`src/rtl/mic_pkg.sv`:
```
/*
 * Constants shared by the maskable interrupt priority controller:
 * register indices, field positions, reset values, vector layout.
 * Assumes a single 10 MHz clock domain and word-indexed register port.
 */
// Summary of operation
// - NMI in service sets flag, blocks further NMI
// - fifty-five independently maskable request sources
// - any acceptance disables further maskable acceptance
// - re-enabled handler nests strictly higher levels only
// - entry saves PC and status word
// - maskable entry writes cause code, low half only
// - entry sets disable, clears pending, loads handler
// - masked or disabled requests stay pending
// - lower requests wait behind higher pending ones
// - return restores PC and status from saved
// - return clears in-service bit of exited level
// - eight programmable levels per source
// - equal levels resolved by fixed default order
// - highest programmable level accepted first
// - equal level: higher default priority first
// - lower level than in service stays pending
// - level zero highest, seven lowest
// - acceptance clears the source request flag
// - source control resets to 47H
package mic_pkg;
    localparam int          N_SRC       = 55;
    localparam int          IDX_W       = 6;
    localparam int          LVL_W       = 3;
    localparam int          ADDR_W      = 8;
    // source control register fields
    localparam int          CTL_IF      = 7;
    localparam int          CTL_MK      = 6;
    localparam logic [7:0]  CTL_RST     = 8'h47;
    localparam logic [7:0]  CTL_WMASK   = 8'hC7;
    // status word flag positions
    localparam int          PSW_ID      = 5;
    localparam int          PSW_EP      = 6;
    localparam int          PSW_NP      = 7;
    localparam logic [31:0] PSW_RST     = 32'h0000_0020;
    // register indices (source controls at 0x00..0x36)
    localparam logic [7:0]  REG_CTL0    = 8'h00;
    localparam logic [7:0]  REG_PSW     = 8'h40;
    localparam logic [7:0]  REG_MS_PC   = 8'h41;
    localparam logic [7:0]  REG_MS_ST   = 8'h42;
    localparam logic [7:0]  REG_NS_PC   = 8'h43;
    localparam logic [7:0]  REG_NS_ST   = 8'h44;
    localparam logic [7:0]  REG_CAUSE   = 8'h45;
    localparam logic [7:0]  REG_IN_SERVICE_LEVEL_BITS    = 8'h46;
    // vectors: handler = base + step * source, cause code = handler
    localparam logic [31:0] VEC_BASE    = 32'h0000_0080;
    localparam int          VEC_SHIFT   = 4;
    localparam logic [31:0] NMI_VEC     = 32'h0000_0010;
    localparam logic [15:0] NMI_CODE    = 16'h0010;
endpackage : mic_pkg

```
`src/rtl/mic_ctrl.sv`:
```
/*
 * Maskable interrupt priority controller with processor-side entry and
 * return bookkeeping (saved PC/status, cause, status flags, in-service).
 * Assumes events, NMI, take and return strobes come from same-clock
 * logic, and the core samples pc_load_o/pc_value_o to redirect fetch.
 */
`timescale 1ns/100ps
module mic_ctrl (
    input  wire logic                        clock_i,
    input  wire logic                        rst_b_i,
    input  wire logic                        ce_i,
    input  wire logic [mic_pkg::N_SRC-1:0]   irq_event_i,
    input  wire logic                        nmi_i,
    input  wire logic                        take_i,
    input  wire logic                        return_from_interrupt_i,
    input  wire logic [31:0]                 cpu_pc_i,
    input  wire logic [mic_pkg::ADDR_W-1:0]  addr_i,
    input  wire logic [31:0]                 wdata_i,
    input  wire logic                        wr_i,
    input  wire logic                        rd_i,
    output logic      [31:0]                 rdata_o,
    output logic                             irq_req_o,
    output logic                             pc_load_o,
    output logic      [31:0]                 pc_value_o,
    output logic      [31:0]                 psw_o
);
    logic [7:0]                ctl_ff [mic_pkg::N_SRC];
    logic [31:0]               psw_ff;
    logic [31:0]               ms_pc_ff;
    logic [31:0]               ms_st_ff;
    logic [31:0]               ns_pc_ff;
    logic [31:0]               ns_st_ff;
    logic [31:0]               cause_ff;
    logic [7:0]                in_service_level_bits_ff;
    logic                      win_vld_ff;
    logic [mic_pkg::IDX_W-1:0] win_idx_ff;
    logic [mic_pkg::LVL_W-1:0] win_lvl_ff;
    logic                      pc_load_ff;
    logic [31:0]               pc_value_ff;
    logic [31:0]               rdata_ff;
    logic                      nxt_vld;
    logic [mic_pkg::IDX_W-1:0] nxt_idx;
    logic [mic_pkg::LVL_W-1:0] nxt_lvl;
    logic [3:0]                cur_lvl;
    logic [7:0]                in_service_level_bits_low;
    logic                      nmi_take;
    logic                      mi_take;
    logic                      ret_ms;
    logic                      ret_ns;
    logic [31:0]               win_vec;
    logic [31:0]               nxt_rdata;

    // in-service level = lowest set bit; 8 means nothing in service
    always_comb begin
        cur_lvl  = 4'h8;
        in_service_level_bits_low = 8'h00;
        for (int i = 7; i >= 0; i--) begin
            if (in_service_level_bits_ff[i]) begin
                cur_lvl  = 4'(i);
                in_service_level_bits_low = 8'(1 << i);
            end
        end
    end

    // combinational search, one winner each cycle
    always_comb begin
        nxt_vld = 1'b0;
        nxt_idx = 6'h00;
        nxt_lvl = 3'h7;
        for (int i = 0; i < mic_pkg::N_SRC; i++) begin
            // strict compare keeps lower index on tie
            if (ctl_ff[i][mic_pkg::CTL_IF] && !ctl_ff[i][mic_pkg::CTL_MK]
                && (!nxt_vld || ctl_ff[i][2:0] < nxt_lvl)) begin
                nxt_vld = 1'b1;
                nxt_idx = 6'(i);
                nxt_lvl = ctl_ff[i][2:0];
            end
        end
    end

    always_ff @(posedge clock_i or negedge rst_b_i) begin
        if (!rst_b_i) begin
            win_vld_ff <= 1'b0;
            win_idx_ff <= 6'h00;
            win_lvl_ff <= 3'h7;
        end else if (ce_i) begin
            win_vld_ff <= nxt_vld;
            win_idx_ff <= nxt_idx;
            win_lvl_ff <= nxt_lvl;
        end
    end

    // disable or NMI service holds everything
    // only strictly higher level may nest
    // re-checks flag and mask: software may have changed them since
    assign irq_req_o = win_vld_ff && !psw_ff[mic_pkg::PSW_ID]
                       && !psw_ff[mic_pkg::PSW_NP]
                       && ctl_ff[win_idx_ff][mic_pkg::CTL_IF]
                       && !ctl_ff[win_idx_ff][mic_pkg::CTL_MK]
                       && ({1'b0, win_lvl_ff} < cur_lvl);

    // NMI refused while one is in service
    assign nmi_take = ce_i && nmi_i && !psw_ff[mic_pkg::PSW_NP];
    // NMI takes precedence over a simultaneous maskable entry
    assign mi_take  = ce_i && take_i && irq_req_o && !nmi_take;
    // return path chosen by pending and NMI flags
    assign ret_ms   = ce_i && return_from_interrupt_i && !nmi_take && !mi_take
                      && !psw_ff[mic_pkg::PSW_EP] && !psw_ff[mic_pkg::PSW_NP];
    assign ret_ns   = ce_i && return_from_interrupt_i && !nmi_take && !mi_take
                      && !psw_ff[mic_pkg::PSW_EP] && psw_ff[mic_pkg::PSW_NP];
    assign win_vec  = mic_pkg::VEC_BASE
                      + ({26'h0, win_idx_ff} << mic_pkg::VEC_SHIFT);

    // source control registers
    always_ff @(posedge clock_i or negedge rst_b_i) begin
        if (!rst_b_i) begin
            for (int i = 0; i < mic_pkg::N_SRC; i++) begin
                ctl_ff[i] <= mic_pkg::CTL_RST;
            end
        end else if (ce_i) begin
            for (int i = 0; i < mic_pkg::N_SRC; i++) begin
                if (wr_i && addr_i == mic_pkg::REG_CTL0 + 8'(i)) begin
                    ctl_ff[i] <= wdata_i[7:0] & mic_pkg::CTL_WMASK;
                end
                if (mi_take && win_idx_ff == 6'(i)) begin
                    ctl_ff[i][mic_pkg::CTL_IF] <= 1'b0;
                end
                // event sets flag whatever the mask; wins clears
                if (irq_event_i[i]) begin
                    ctl_ff[i][mic_pkg::CTL_IF] <= 1'b1;
                end
            end
        end
    end

    // status word: entries beat return, return beats software load
    always_ff @(posedge clock_i or negedge rst_b_i) begin
        if (!rst_b_i) begin
            psw_ff <= mic_pkg::PSW_RST;
        end else if (ce_i) begin
            if (nmi_take) begin
                psw_ff[mic_pkg::PSW_NP] <= 1'b1;
                psw_ff[mic_pkg::PSW_ID] <= 1'b1;
                psw_ff[mic_pkg::PSW_EP] <= 1'b0;
            end else if (mi_take) begin
                psw_ff[mic_pkg::PSW_ID] <= 1'b1;
                psw_ff[mic_pkg::PSW_EP] <= 1'b0;
            end else if (ret_ms) begin
                psw_ff <= ms_st_ff;
            end else if (ret_ns) begin
                psw_ff <= ns_st_ff;
            end else if (wr_i && addr_i == mic_pkg::REG_PSW) begin
                psw_ff <= wdata_i;
            end
        end
    end

    // saved context registers
    always_ff @(posedge clock_i or negedge rst_b_i) begin
        if (!rst_b_i) begin
            ms_pc_ff <= 32'h0000_0000;
            ms_st_ff <= 32'h0000_0000;
            ns_pc_ff <= 32'h0000_0000;
            ns_st_ff <= 32'h0000_0000;
        end else if (ce_i) begin
            if (mi_take) begin
                // capture PC and status at entry
                ms_pc_ff <= cpu_pc_i;
                ms_st_ff <= psw_ff;
            end else begin
                if (wr_i && addr_i == mic_pkg::REG_MS_PC) ms_pc_ff <= wdata_i;
                if (wr_i && addr_i == mic_pkg::REG_MS_ST) ms_st_ff <= wdata_i;
            end
            if (nmi_take) begin
                ns_pc_ff <= cpu_pc_i;
                ns_st_ff <= psw_ff;
            end else begin
                if (wr_i && addr_i == mic_pkg::REG_NS_PC) ns_pc_ff <= wdata_i;
                if (wr_i && addr_i == mic_pkg::REG_NS_ST) ns_st_ff <= wdata_i;
            end
        end
    end

    // cause register: maskable low half, non-maskable high half
    always_ff @(posedge clock_i or negedge rst_b_i) begin
        if (!rst_b_i) begin
            cause_ff <= 32'h0000_0000;
        end else if (ce_i) begin
            if (nmi_take) begin
                cause_ff[31:16] <= mic_pkg::NMI_CODE;
            end else if (mi_take) begin
                // low half only, high half kept
                cause_ff[15:0] <= win_vec[15:0];
            end else if (wr_i && addr_i == mic_pkg::REG_CAUSE) begin
                cause_ff <= wdata_i;
            end
        end
    end

    // in-service levels
    always_ff @(posedge clock_i or negedge rst_b_i) begin
        if (!rst_b_i) begin
            in_service_level_bits_ff <= 8'h00;
        end else if (ce_i) begin
            if (mi_take) begin
                in_service_level_bits_ff <= in_service_level_bits_ff | 8'(1 << win_lvl_ff);
            end else if (ret_ms) begin
                // exited level is the highest one in service
                in_service_level_bits_ff <= in_service_level_bits_ff & ~in_service_level_bits_low;
            end
        end
    end

    // redirect to the core
    always_ff @(posedge clock_i or negedge rst_b_i) begin
        if (!rst_b_i) begin
            pc_load_ff  <= 1'b0;
            pc_value_ff <= 32'h0000_0000;
        end else if (ce_i) begin
            pc_load_ff <= nmi_take || mi_take || ret_ms || ret_ns;
            if (nmi_take) begin
                pc_value_ff <= mic_pkg::NMI_VEC;
            end else if (mi_take) begin
                // handler address of the winning source
                pc_value_ff <= win_vec;
            end else if (ret_ms) begin
                pc_value_ff <= ms_pc_ff;
            end else if (ret_ns) begin
                pc_value_ff <= ns_pc_ff;
            end
        end
    end

    // register read, data in the following cycle; unmapped reads zero
    always_comb begin
        nxt_rdata = 32'h0000_0000;
        if (addr_i < mic_pkg::REG_CTL0 + 8'(mic_pkg::N_SRC)) begin
            nxt_rdata = {24'h0, ctl_ff[6'(addr_i)]};
        end
        case (addr_i)
            mic_pkg::REG_PSW:   nxt_rdata = psw_ff;
            mic_pkg::REG_MS_PC: nxt_rdata = ms_pc_ff;
            mic_pkg::REG_MS_ST: nxt_rdata = ms_st_ff;
            mic_pkg::REG_NS_PC: nxt_rdata = ns_pc_ff;
            mic_pkg::REG_NS_ST: nxt_rdata = ns_st_ff;
            mic_pkg::REG_CAUSE: nxt_rdata = cause_ff;
            mic_pkg::REG_IN_SERVICE_LEVEL_BITS:  nxt_rdata = {24'h0, in_service_level_bits_ff};
            default:            nxt_rdata = nxt_rdata;
        endcase
    end

    always_ff @(posedge clock_i or negedge rst_b_i) begin
        if (!rst_b_i) begin
            rdata_ff <= 32'h0000_0000;
        end else if (ce_i) begin
            rdata_ff <= rd_i ? nxt_rdata : 32'h0000_0000;
        end
    end

    assign rdata_o    = rdata_ff;
    assign pc_load_o  = pc_load_ff;
    assign pc_value_o = pc_value_ff;
    assign psw_o      = psw_ff;
endmodule : mic_ctrl

```
`config.mk`:
```
export PLATFORM = sky130hd
export DESIGN_NAME = mic_ctrl
export DESIGN_NICKNAME = d
export VERILOG_FILES = /design/src/rtl/mic_pkg.sv /design/src/rtl/mic_ctrl.sv
export SDC_FILE = /design/constraint.sdc
export NUM_CORES = 2
export LEC_CHECK = 0
export BUFFER_PORTS_ARGS = -buffer_cell sky130_fd_sc_hd__buf_2
export CAP_MARGIN = 20
export CORE_ASPECT_RATIO = 1.4
export CORE_UTILIZATION = 45
export CTS_BUF_LIST = sky130_fd_sc_hd__clkbuf_8
export DETAILED_ROUTE_END_ITERATION = 6
export PLACE_DENSITY = 0.68
export SLEW_MARGIN = 40
export SYNTH_ARGS = -nofsm -noshare
export SYNTH_HDL_FRONTEND = slang
export SYNTH_SLANG_ARGS = --single-unit
```
`constraint.sdc`:
```
create_clock -name clock_i -period 164 [get_ports clock_i]
set_input_delay 8.2 -clock clock_i [delete_from_list [all_inputs] [get_ports clock_i]]
set_output_delay 8.2 -clock clock_i [all_outputs]
set_load 0.01 [all_outputs]
```
==> results.sh <==
export IMPL_drive_above_1_share=0.254
export IMPL_synth_seq_cells=550
export IMPL_area_growth_syn_to_layout_pct=10.5
export IMPL_relSlewSlack=0.347
export IMPL_clock_latency_ns=0.74
export IMPL_grt_pass1_wl_um=213000
export IMPL_status="complete, no violations"
export IMPL_htreeDepth=3
export IMPL_drc_errors=0
export IMPL_dieArea_mm2=0.0874
export IMPL_slew_viol_final=0
export IMPL_routed_wl_um=138000
export IMPL_regToRegStartpoint="ctl_ff[430]"
export IMPL_port_buffers=232
export IMPL_cts_setup_buffers=0
export IMPL_gr_usage_all_layers=0.313
export IMPL_nets=4541
export IMPL_crit_fanout=16
export IMPL_hpwl_um=97300
export IMPL_grt_setup_unrepaired="no"
export IMPL_tns_ns=0
export IMPL_grt_antenna_before_repair=20
export IMPL_synth_edf_count=0
export IMPL_fin_skew_ns=0.0525
export IMPL_core_area_mm2=0.0855
export IMPL_crit_required_ns=164.63
export IMPL_synth_area_top_cells="dfrtp_1 (21%), dfstp_2 (15%), mux2_2 (7.1%), mux4_2 (6.5%), nand2_1 (6.0%)"
export IMPL_max_cap_violations=0
export IMPL_post_route_period_util=0.449
export IMPL_max_freq_mhz=13.6
export IMPL_avgSynthCellArea_um2=9.20
export IMPL_ff2ff_setup_slack_ns=90.28
export IMPL_cpMostUsedCell="ha_1"
export IMPL_vias=35600
export IMPL_yosys_warnings=0
export IMPL_path_clk_slew_ns=0.07
export IMPL_drtIter0Drc=3577
export IMPL_tritoncts="yes"
export IMPL_cp_slowest_stage_delay_ns=0.63
export IMPL_yosys_area_top_type="dfrtp_1"
export IMPL_avgViaCountPerCell=6.45
export IMPL_cts_resized=0
export IMPL_synth_nets=4410
export IMPL_pin_count=233
export IMPL_cts_sinks=550
export IMPL_cts_root_buffer="clkbuf_8"
export IMPL_rows=127
export IMPL_tightest_slew_ns=0.977
export IMPL_min_path_type="reg2reg"
export IMPL_cts_hold_buf=0
export IMPL_synth_cell_type_count=129
export IMPL_cp_start_kind="register"
export IMPL_firstDrtPassIters=6
export IMPL_synthFlopType="dfrtp_1"
export IMPL_die_w_um=250
export IMPL_synth_area_mm2=0.0388
export IMPL_final_hold_violation_count=0
export IMPL_cts_buffers=90
export IMPL_gp_congestion=1.00
export IMPL_initial_core_util=0.454
export IMPL_yosysSeqAreaShare=0.362
export IMPL_synth_top_area_frac=0.210
export IMPL_min_from="pc_value_o[28]"
export IMPL_finalSetupViolCount=0
export IMPL_overflow=0
export IMPL_die_y_um=349
export IMPL_arrival_ns=74.35
export IMPL_criticalPathCategory="reg2reg"
export IMPL_grt_max_degree=110
export IMPL_finalCriticalPeriod_ns=73.72
export IMPL_cp_slowest_cell="nor3b_1"
export IMPL_cts_path_max_buffers=3
export IMPL_syn_inst=4216
export IMPL_wl_per_cell_um=25.1
export IMPL_async_flop_share=1.00
export IMPL_grt_pass1_vias=35400
export IMPL_ant_nets=0
export IMPL_critical_path_startpoint="ctl_ff[430]"
export IMPL_crit_path_end_kind="register"
-- cells in the final DEF (no fill, tap or decap), types with 118 or more instances in the layout --
cell type | netlist | final
a21oi_1 | 201 | 201
mux2_2 | 244 | 244
mux2i_1 | 206 | 206
inv_1 | 122 | 153
nand2b_1 | 118 | 118
nand2_1 | 619 | 619
nor2_1 | 297 | 291
dfstp_2 | 224 | 224
o21ai_0 | 409 | 409
dfrtp_1 | 326 | 323
buf_2 | 3 | 227
-- metrics by stage --
step,instance area (um2),utilization,cells,setup WS [ns],hold WS (ns)
2_1_floorplan,38800,-,4216,99.90,0.465
3_3_place_gp,40800,0.478,5347,93.02,0.446
3_5_place_dp,40900,0.478,5349,91.19,0.451
4_1_cts,42800,0.500,5513,90.93,0.465
5_1_grt,42800,0.501,5518,83.65,0.485
6_report,42800,0.501,5522,90.28,0.460
-- final cells by class --
type | instances | area (um2)
antenna | 7 | 17.5
clock buffer | 113 | 1560
clock inverter | 51 | 313
fill | 8006 | 42600
inverter | 125 | 472
multi-input combinational | 3296 | 23400
sequential | 550 | 14000
tap | 1096 | 1370
timing repair buffer | 284 | 1630
-- synthesized netlist by cell type (92+ instances only) --
library cell  number
inv_1            122
mux4_2           112
mux2_2           244
dfrtp_1          326
nand2_1          619
o21ai_0          409
nor2_1           297
mux2i_1          206
a21oi_1          201
nand2b_1         118
clkbuf_1         209
dfstp_2          224
a22oi_1           92
a31oi_1          103
-- worst max-delay path: cells and delay by family, from the launching register on --
kind | cells | cell delay, ns
AOI/OAI and AO/OA | 140 | 31.05
and+or+nand+nor | 113 | 18.13
adders and majority gates | 53 | 12.32
muxes | 31 | 9.28
buffers and inverters | 29 | 2.18
DFF | 1 | 0.57
-- cells by family after synthesis --
logic type               share of synthesized area
AND/OR/NAND/NOR                              0.158
AO/OA/AOI/OAI                                0.229
multiplexers                                 0.193
flip-flops                                   0.362
buffers and inverters                       0.0368
adder cells (fa/ha/maj)                     0.0209
XOR/XNOR                                  0.000226
-- worst paths after layout --
kind / to / cells past startpoint
setup reg to reg: win_idx_ff[3] / 366
hold / removal: pc_value_o[28] / 2
min in group asynchronous: pc_value_o[27] / 1
setup / recovery: win_idx_ff[3] / 366
hold reg to reg: pc_value_o[28] / 2
max in group asynchronous: ns_st_ff[14] / 6
-- registers in the layout (all words and copies together) (netlist names) --
register and count:
ns_st_ff 32, ms_st_ff 32, ms_pc_ff 32, ctl_ff 275, rdata_o 32, win_idx_ff 6
pc_load_o 1, in_service_level_bits_ff 8, win_lvl_ff 3, ns_pc_ff 32, pc_value_o 32, cause_ff 32
win_vld_ff 1, psw_o 32
-- per-layer routing --
layer / track usage / routed length (um) / up-vias
met5: 0 / 202 / -
met4: 0.182 / 8030 / 30
met3: 0.0680 / 12000 / 434
met2: 0.529 / 67000 / 1656
met1: 0.365 / 51200 / 17500
li1: - / - / 16000
Power is not shown: default switching activity piles up to over one toggle a cycle in this logic, so the estimate is an artifact.
